`config.mk`:
```
export PLATFORM = sky130hd
export DESIGN_NAME = dag_core
export DESIGN_NICKNAME = d
export VERILOG_FILES = /design/src/dag_pkg.sv /design/src/dag_core.sv /design/src/dag_extend.sv
export VERILOG_INCLUDE_DIRS = /design/src /design/src/src
export SDC_FILE = /design/constraint.sdc
export NUM_CORES = 1
export LEC_CHECK = 0
export BUFFER_PORTS_ARGS = -buffer_cell sky130_fd_sc_hd__clkbuf_2
export CAP_MARGIN = 40
export CORE_MARGIN = 2
export CORE_UTILIZATION = 50
export DETAILED_ROUTE_END_ITERATION = 10
export PLACE_DENSITY = 0.79
export RECOVER_POWER = 50
export SETUP_SLACK_MARGIN = 0.1
export SLEW_MARGIN = 20
export SYNTH_ARGS = -nofsm -noshare
export SYNTH_HDL_FRONTEND = slang
export SYNTH_SLANG_ARGS = --single-unit
```
`constraint.sdc`:
```
create_clock -name clk_i -period 5.2 [get_ports clk_i]
set_input_delay 0.26 -clock clk_i [delete_from_list [all_inputs] [get_ports clk_i]]
set_output_delay 0.26 -clock clk_i [all_outputs]
set_load 0.01 [all_outputs]
```
`src/dag_regs.svh`:
```
// Constants for the data address generator
`ifndef DAG_REGS_SVH
`define DAG_REGS_SVH
`define DAG_ADDR_W 32
`define DAG_LOCAL_DATA_RAM_ONE_OFS 32'h0000_0800
`define DAG_LOCAL_DATA_RAM_TWO_OFS 32'h0000_8000
`define DAG_SHORT_W 3
`define DAG_LONG_W 15
`define DAG_WORD_SHIFT 2
`define DAG_HALF_SHIFT 1
`define DAG_BYTE_SHIFT 0
`endif

```
`src/dag_pkg.sv`:
```
// Types for the data address generator
package dag_pkg;
    typedef enum logic [1:0] {DAG_SIZE_WORD, DAG_SIZE_HALF, DAG_SIZE_BYTE} dag_size_e;
    typedef enum logic [1:0] {DAG_BASE_REG, DAG_BASE_DATA, DAG_BASE_PARAM} dag_base_e;
    typedef enum logic [1:0] {DAG_XFER_SINGLE, DAG_XFER_LOCAL_MOVE, DAG_XFER_LOCAL_FIELD,
                              DAG_XFER_DUAL} dag_xfer_e;
    typedef struct packed {
        logic [31:0] reg_base;
        logic [31:0] index_reg;
        logic [15:0] imm;
        logic use_imm;
        logic long_imm;
        logic scale;
        logic subtract;
        logic post;
        logic modify;
        logic size_sel;
        dag_size_e size;
        logic unsigned_ld;
        dag_base_e base;
        dag_xfer_e xfer;
    } dag_req_s;
    typedef struct packed {
        logic [31:0] mem_addr;
        logic [31:0] wb_addr;
        logic wb_en;
        logic [3:0] byte_en;
    } dag_addr_s;
endpackage

```
`src/dag_core.sv`:
```
// Data address generator: address arithmetic, alignment, write-back, load extension
// Operation
// - 32-bit byte addresses; byte, halfword and word accesses supported.
// - No size selected means a word access.
// - Halfword and byte loads extend to 32 bits, signed unless unsigned chosen.
// - Memory sees aligned address: word drops two LSBs, halfword drops one.
// - Address register write-back takes the full unaligned generated address.
// - Scaling shifts index left by two, one or zero bits per size.
// - For bytes the scale bit becomes an extra immediate offset bit.
// - Scaled immediates always give offsets that are multiples of access size.
// - All twelve modes may use local data or parameter RAM base.
// - Local base only for single transfer or local with non-field move.
// - Local-relative generated address may be written into an address register.
// - Second local data RAM at 0x800, third at 0x8000 from RAM zero.
// - Pre or post indexing by add or subtract; post always updates register.
`timescale 1ns/1ns
`include "dag_regs.svh"
module dag_core #(
    parameter int ADDR_W = `DAG_ADDR_W
) (
    // Clock and reset
    input wire logic clk_i,
    input wire logic srst_i,
    // Processor base addresses
    input wire logic [ADDR_W-1:0] data_ram_base_i,
    input wire logic [ADDR_W-1:0] param_ram_base_i,
    // Address request
    input wire logic req_valid_i,
    input wire dag_pkg::dag_req_s req_i,
    // Load data return
    input wire logic load_valid_i,
    input wire logic [31:0] load_data_i,
    // Generated address
    output logic addr_valid_o,
    output dag_pkg::dag_addr_s addr_o,
    output logic [ADDR_W-1:0] ram_one_base_o,
    output logic [ADDR_W-1:0] ram_two_base_o,
    output logic base_illegal_o,
    // Extended load data
    output logic ext_valid_o,
    output logic [31:0] ext_data_o
);
    dag_pkg::dag_req_s r;
    assign r = req_i;

    wire dag_pkg::dag_size_e size_w = dag_pkg::dag_size_e'(r.size_sel ? r.size :
                                                           dag_pkg::DAG_SIZE_WORD);
    wire is_byte = (size_w == dag_pkg::DAG_SIZE_BYTE);
    wire is_half = (size_w == dag_pkg::DAG_SIZE_HALF);

    wire [15:0] short_imm = is_byte ? {12'h000, r.scale, r.imm[`DAG_SHORT_W-1:0]} :
                                      {13'h0000, r.imm[`DAG_SHORT_W-1:0]};
    wire [15:0] long_imm = is_byte ? {r.scale, r.imm[`DAG_LONG_W-1:0]} :
                                     {1'b0, r.imm[`DAG_LONG_W-1:0]};
    wire [15:0] imm_w = r.long_imm ? long_imm : short_imm;
    wire [31:0] raw_idx = r.use_imm ? {16'h0000, imm_w} : r.index_reg;
    // Scale bit has no shift meaning for bytes
    wire do_scale = r.scale & ~is_byte;

    wire [1:0] shamt = ~do_scale ? 2'(`DAG_BYTE_SHIFT) :
                       is_half ? 2'(`DAG_HALF_SHIFT) : 2'(`DAG_WORD_SHIFT);
    wire [31:0] idx_w = raw_idx << shamt;

    wire [31:0] base_w = (r.base == dag_pkg::DAG_BASE_DATA) ? data_ram_base_i :
                         (r.base == dag_pkg::DAG_BASE_PARAM) ? param_ram_base_i : r.reg_base;

    wire local_base = (r.base != dag_pkg::DAG_BASE_REG);
    wire xfer_ok = (r.xfer == dag_pkg::DAG_XFER_SINGLE) ||
                   (r.xfer == dag_pkg::DAG_XFER_LOCAL_MOVE);
    wire illegal_w = local_base & ~xfer_ok;

    wire [31:0] gen_w = r.subtract ? 32'(base_w - idx_w) : 32'(base_w + idx_w);

    wire [31:0] out_w = r.post ? base_w : gen_w;
    wire wb_w = r.post | r.modify;

    wire [31:0] mask_w = is_byte ? 32'hFFFF_FFFF : is_half ? 32'hFFFF_FFFE : 32'hFFFF_FFFC;
    wire [3:0] be_w = is_byte ? (4'h1 << out_w[1:0]) :
                      is_half ? (out_w[1] ? 4'hC : 4'h3) : 4'hF;

    logic addr_valid_q;
    dag_pkg::dag_addr_s addr_q;
    logic illegal_q;
    logic [1:0] lane_q;
    dag_pkg::dag_size_e size_q;
    logic uns_q;
    logic ext_valid_q;
    logic [31:0] ext_q;
    logic [31:0] ext_w;

    always_ff @(posedge clk_i) begin
        if (srst_i) begin
            addr_valid_q <= 1'b0;
            addr_q <= '0;
            illegal_q <= 1'b0;
            lane_q <= 2'h0;
            size_q <= dag_pkg::DAG_SIZE_WORD;
            uns_q <= 1'b0;
        end else begin
            addr_valid_q <= req_valid_i & ~illegal_w;
            illegal_q <= req_valid_i & illegal_w;
            if (req_valid_i & ~illegal_w) begin
                addr_q.mem_addr <= out_w & mask_w;
                addr_q.wb_addr <= gen_w;
                addr_q.wb_en <= wb_w;
                addr_q.byte_en <= be_w;
                lane_q <= out_w[1:0];
                size_q <= size_w;
                uns_q <= r.unsigned_ld;
            end
        end
    end

    dag_extend u_extend (
        .raw_i(load_data_i),
        .lane_i(lane_q),
        .size_i(size_q),
        .unsigned_i(uns_q),
        .ext_o(ext_w)
    );

    always_ff @(posedge clk_i) begin
        if (srst_i) begin
            ext_valid_q <= 1'b0;
            ext_q <= 32'h0000_0000;
        end else begin
            ext_valid_q <= load_valid_i;
            if (load_valid_i) begin
                ext_q <= ext_w;
            end
        end
    end

    assign addr_valid_o = addr_valid_q;
    assign addr_o = addr_q;
    assign base_illegal_o = illegal_q;
    assign ext_valid_o = ext_valid_q;
    assign ext_data_o = ext_q;
    logic [ADDR_W-1:0] ram_one_q;
    logic [ADDR_W-1:0] ram_two_q;
    // local RAM offsets
    // Bases are static levels, so these copies need no reset
    always_ff @(posedge clk_i) begin
        ram_one_q <= ADDR_W'(data_ram_base_i + `DAG_LOCAL_DATA_RAM_ONE_OFS);
        ram_two_q <= ADDR_W'(data_ram_base_i + `DAG_LOCAL_DATA_RAM_TWO_OFS);
    end
    assign ram_one_base_o = ram_one_q;
    assign ram_two_base_o = ram_two_q;
endmodule // dag_core

```
`src/dag_extend.sv`:
```
// Load data lane selection and sign or zero extension
`timescale 1ns/1ns
module dag_extend (
    // Load data
    input wire logic [31:0] raw_i,
    input wire logic [1:0] lane_i,
    input wire dag_pkg::dag_size_e size_i,
    input wire logic unsigned_i,
    // Extended value
    output logic [31:0] ext_o
);
    wire [15:0] half_w = lane_i[1] ? raw_i[31:16] : raw_i[15:0];
    wire [7:0] byte_w = raw_i[8*lane_i +: 8];
    wire half_fill = ~unsigned_i & half_w[15];
    wire byte_fill = ~unsigned_i & byte_w[7];
    assign ext_o = (size_i == dag_pkg::DAG_SIZE_HALF) ? {{16{half_fill}}, half_w} :
                   (size_i == dag_pkg::DAG_SIZE_BYTE) ? {{24{byte_fill}}, byte_w} : raw_i;
endmodule // dag_extend

```
**Word level (Yosys, flattened, before mapping)**

Cells that the tools add are included.

- Bitwise gates (word level): 12
- Reductions and logical operators: 3
- Eq/ne operators: 7
- $add $sub $neg: 4
- Shift operators: 3
- Muxes and demuxes: 19

Operators with widths:

| operator | number |
|---|---|
| $mux 32 | 7 |
| $mux 16 | 3 |
| $add 32x12->32 const B | 1 |
| $add 32x16->32 const B | 1 |
| $add 32x32->32 | 1 |
| $and 32x32->32 | 1 |
| $shiftx 32x6->8 | 1 |
| $shl 32x2->32 | 1 |
| $sub 32x32->32 | 1 |
| $mux 4 | 4 |
| $mux 2 | 5 |
| $eq 2x1->1 const B | 4 |
| $and 1x1->1 | 6 |
| $eq 2x2->1 const B | 3 |
| $not 1->1 | 4 |
| $shl 1x2->4 const A | 1 |
| $logic_not 2->1 | 1 |
| $reduce_bool 2->1 | 1 |
| $logic_or 1x1->1 | 1 |
| $or 1x1->1 | 1 |

- Output and inout bits: 168
- Word-level logic and storage cells: 61
- Input port bits: 194
- Bits in registers: 173

**Logic depth before layout (Yosys ltp)**

- Word-level depth: 12
- Gate-level depth with buffers: 24
- Gate-level depth less buffers: 22

**By module**

Synthesis repeated with hierarchy kept, for this count alone.

- Cells, all modules: 1421
- Area, all modules: 11400.9 µm²

By module, submodules not included:

| module | sequential area each (µm²) | cells an instance | area each (µm²) | times used |
|---|---|---|---|---|
| dag_core | 3243.1 | 1280 | 10412.5 | 1 |
| dag_extend | 0.0 | 141 | 988.4 | 1 |

**Worst setup path before layout**

OpenSTA, ideal clock, no wires.

- Kind: input to register
- From: input port req_i[5] in the netlist's numbering
- To: register addr_q, in the netlist addr_o[28]
- Setup time: 0.115 ns
- Required time: 5.085 ns
- Buffers on the path: 1
- Path slack: 0.509 ns
- Stages on the path: 22
- Arrival time: 4.576 ns
- Cell sequence: and2_1 ha_1 inv_2 mux4_2 o32ai_2 o211ai_2 nor4_2 and2_1 nand2_1 o31ai_1 xor2_1 ha_1 clkbuf_1 nand2_1 nor2_1 nor4b_1 o211ai_1 a31o_2 a211o_1 o21ai_0 o21ai_0 and2_1

- Cells in the longest elaborated chain, start to end: 8
- Elaborated cells on any way between the ends: 15
- Those cells by class: add/sub (2); eq/ne (2); shift (1); mux (8); bitwise (2)

RTL lines:

| what | RTL line | text |
|---|---|---|
| start, declared | dag_core.sv:29 | `input wire dag_pkg::dag_req_s req_i,` |
| $mux 2 (*) | dag_core.sv:46 | `wire dag_pkg::dag_size_e size_w = dag_pkg::dag_size_e'(r.size_sel ? r.size :` |
| $eq 2x2->1 | dag_core.sv:48 | `wire is_byte = (size_w == dag_pkg::DAG_SIZE_BYTE);` |
| $mux 4, or another cell as far along | dag_core.sv:51 | `` wire [15:0] short_imm = is_byte ? {12'h000, r.scale, r.imm[`DAG_SHORT_W-1:0]} : `` |
| $mux 16 / $and 1x1->1 (equally long branches) | dag_core.sv:55, dag_core.sv:58 |  |
| $mux 32 / $mux 2 (equally long branches) | dag_core.sv:56, dag_core.sv:60 |  |
| $shl 32x2->32 (*) | dag_core.sv:62 | `wire [31:0] idx_w = raw_idx << shamt;` |
| $add 32x32->32 / $sub 32x32->32 (equally long branches) | dag_core.sv:72 | `wire [31:0] gen_w = r.subtract ? 32'(base_w - idx_w) : 32'(base_w + idx_w);` |
| $mux 32 (*) | dag_core.sv:72 |  |
| end, declared | dag_core.sv:82 | `dag_pkg::dag_addr_s addr_q;` |

Every way passes the cells marked *; elsewhere a longest branch is shown, timed or not.
A chain may end at the register's enable or synchronous reset.

**Worst setup path in the final report**

- From: input port req_i[5] in the netlist's numbering
- To: register addr_q, in the netlist addr_o[68]

- Cells in the longest elaborated chain, start to end: 10
- Elaborated cells on any way between the ends: 17
- Those cells by class: add/sub (2); eq/ne (2); shift (1); mux (9); bitwise (3)

RTL lines:

| what | RTL line | text |
|---|---|---|
| $mux 2 (*) | dag_core.sv:46 |  |
| $eq 2x2->1 | dag_core.sv:48 |  |
| $mux 4, or another cell as far along | dag_core.sv:51 |  |
| $mux 16 / $and 1x1->1 (equally long branches) | dag_core.sv:55, dag_core.sv:58 |  |
| $mux 32 / $mux 2 (equally long branches) | dag_core.sv:56, dag_core.sv:60 |  |
| $shl 32x2->32 (*) | dag_core.sv:62 |  |
| $add 32x32->32 / $sub 32x32->32 (equally long branches) | dag_core.sv:72 |  |
| $mux 32 (*) | dag_core.sv:72 |  |
| $mux 32 (*) | dag_core.sv:74 | `wire [31:0] out_w = r.post ? base_w : gen_w;` |
| $and 32x32->32 (*) | dag_core.sv:103 | `addr_q.mem_addr <= out_w & mask_w;` |

Marks and branches as above.

==> results.toml <==
[sta]
relSlewSlack = -1.09
timing.fmax_ghz = 0.214
hold_viol = 0
fin_setup_tns_ns = 0
fin_skew_ns = 0.00833
rsz0062_at_grt = "no"
min_period_ns = 4.67
final-setup-viol-count = 0
worst_pin_slew_ns = 3.14
layout_worst_path_cycle_share = 0.897
slew_viol_final = 69

[grt]
grt_max_degree = 69
track_usage = 0.321
grt-ovfl-total = 0
grt_pass1_vias = 10600
antenna_found_initial = 2
grt_pass1_wl_mm = 59.6

[clock_network]
cts_buffers = 17
clock-sinks = 162
cts_tree = "yes"
cts_setup_buffers = 0
cts_max_path_buffers = 2
postCtsHoldBufs = 11
cts_max_level = 4
cts-root-buf = "clkbuf_16"
clkLatencyLatePin_ns = 0.43
cts_resized = 0
clkTransAtPathRegs_ns = 0.07

[floorplan]
initial_core_util = 0.507
die_area_mm2 = 0.0232
core_mm2 = 0.0217
die_w_um = 152
die_y_um = 152
fp-row-count = 54
io_pins = 362

[detailed_routing]
drtAntennaViolNets = 0
routed_wl_mm = 38.9
wl_per_cell_um = 19.3
route.detailed.drc = 0
firstDrtPassIters = 6
drt-vias-per-instance = 5.86
drtIter0Drc = 929
via_count = 11800

[logic_synthesis]
yosysWarnings = 0
synthArstFlopShare = 0
ys_ff_latch = 162
synth_top_area_cell = "dfxtp_1"
yosysSeqAreaShare = 0.295
syn_area_mm2 = 0.0110
synthDistinctLibCells = 76
synth_edf_count = 0
syn_inst = 1401
synth_ff_type = "dfxtp_1"
synthTopCellsByArea = "dfxtp_1 (29%), mux2i_1 (6.6%), a21oi_1 (6.1%), a211oi_1 (5.1%), nor2_1 (5.1%)"
syn_avg_cell_area_um2 = 7.85
synth_fp_nets = 1632
synth_top_area_frac = 0.295

[finish]
layout_common_cells = "clkbuf_2 (218), dfxtp_1 (162), nor2_1 (150), clkbuf_1 (142), a21oi_1 (133)"
stdcell_count = 2014
layout-drive-gt1-share = 0.185
syn2layout_area_growth_pct = 23.6
fill_cells = 2035
final_nets = 1950
layout_commonest_cell = "clkbuf_2"

[setup_path]
cp_slowest_cell = "mux4_2"
crit_buf_inv = 3
cp_top_family = "compound AO/OA/AOI/OAI gates"
crit_path_cell_trace = "clkbuf_2 > and2_1 > ha_1 > inv_2 > mux4_2 > o32ai_2 > o211ai_2 > buf_4 > nor4b_4 > a41oi_1 > xor2_1 > ha_1 > a41oi_1 > o221a_2 > a21boi_0 > a31oi_1 > a311oi_1 > xnor2_1 > xnor2_1 > nand2_1 > a31oi_1"
cp.required_ns = 5.56
r2r_setup_slack_ns = 2.50
cp-start-kind = "input pin"
path_max_fanout = 7
crit_path_end_kind = "register"
slowest_delay_ns = 0.51
r2r-start = "size_q[0]$_SDFFE_PP0P_"
startpoint = "req_i[5]"
crit_arrival_ns = 5.02
worstSetupPathType = "in2reg"

[min_path]
hold_path.class = "in2reg"
hp-start = "data_ram_base_i[12]"

[place]
dp_hpwl_mm = 30.9
place_congestion = 0.974
place_inst = 1965
portBuffers = 359

[power_and_ir_drop]
p_int_mw = 2.73
switching_share = 0.364
power_switching_mw = 1.56
vdd_drop_max_uv = 225
combPwrFrac = 0.356
pwr-share-clk = 0.313
power.leakage_nw = 5.86
power.density_mw_per_mm2 = 315
p_seq_frac = 0.331

[outcome]
violations = "capacitance limit, slew limit"
status = "complete, but fails checks"

[run]
maxCapViolations = 1
[logic make-up after synthesis]
group | after synthesis | share of synthesized area
DFF | 162 | 0.295
xor gates and xnor gates | 87 | 0.0693
adders and majority gates | 37 | 0.0428
and+or+nand+nor | 464 | 0.200
AOI/OAI and AO/OA | 415 | 0.248
muxes | 86 | 0.0881
buffers and inverters | 150 | 0.0571
[power groups by stage]
stage	logic [mW]	registers [mW]	clock network [mW]
floorplan	0.933	1.48	0
finish	1.53	1.42	1.34
global placement	1.47	1.44	0
detailed placement	1.50	1.44	0
global route	1.66	1.43	1.41
CTS	1.51	1.42	1.36
[worst reg2reg max path, stage by stage (launching register included)]
cell	delay (ns)
dfxtp_1	0.75
a21oi_1	0.41
a211oi_1	0.81
o22ai_1	0.19
a31oi_1	0.18
a211oi_1	0.09
[layer usage]
metal	vias to the layer above	part of all wire	global-route usage
li1	5724	-	-
met1	5379	0.42	0.434
met2	611	0.45	0.500
met3	93	0.082	0.0577
met4	0	0.048	0.150
met5	-	0	0
[Yosys cell counts, types with 36 or more instances]
library cell and number:
mux2i_1 72, nor2b_1 43, xor2_1 40, a21oi_1 133
nor3_1 36, dfxtp_1 162, ha_1 36, nand3_1 40
clkbuf_1 72, inv_1 39, xnor2_1 47, a211oi_1 75
nor2_1 150, o21ai_0 54, nand2_1 116
[path summary, 6_finish.rpt]
check / to / cells after the start
worst max-delay path: addr_o[68]$_SDFFE_PP0P_ / 21
worst min-delay path: ram_two_base_o[12]$_DFF_P_ / 1
worst max register to register: ext_data_o[6]$_SDFFE_PP0P_ / 5
worst min register to register: addr_o[13]$_SDFFE_PP0P_ / 2
[registers in the layout, summed over array words and instances (netlist names)]
name / cells
base_illegal_o: 1
ext_data_o: 32
uns_q: 1
ext_valid_o: 1
addr_valid_o: 1
ram_two_base_o: 32
addr_o: 69
size_q: 2
lane_q: 2
ram_one_base_o: 21
[cell type report]
| type | instances | area, um^2 | share of cell area |
|---|---|---|---|
| multi-input cells | 1089 | 7130 | 0.524 |
| flip-flops and latches | 162 | 3240 | 0.239 |
| diodes | 2 | 5.00 | 0.000368 |
| well taps | 280 | 350 | 0.0258 |
| repair buffers | 409 | 2090 | 0.154 |
| inverters | 40 | 150 | 0.0110 |
| clock buffers | 18 | 429 | 0.0316 |
| clock inverters | 14 | 193 | 0.0142 |
[through the flow]
step	hold WS, ns	util	cell area, um^2	worst slack, ns	power (mW)
global route	0.0514	0.627	13600	0.132	4.50
floorplan	0.288	-	11000	0.509	2.42
finish	0.0537	0.627	13600	0.534	4.28
CTS	0.000925	0.632	13700	0.607	4.29
detailed placement	0.385	0.598	13000	0.167	2.94
global placement	0.382	0.596	12900	0.266	2.91
Power figures use the tool's default switching activity.
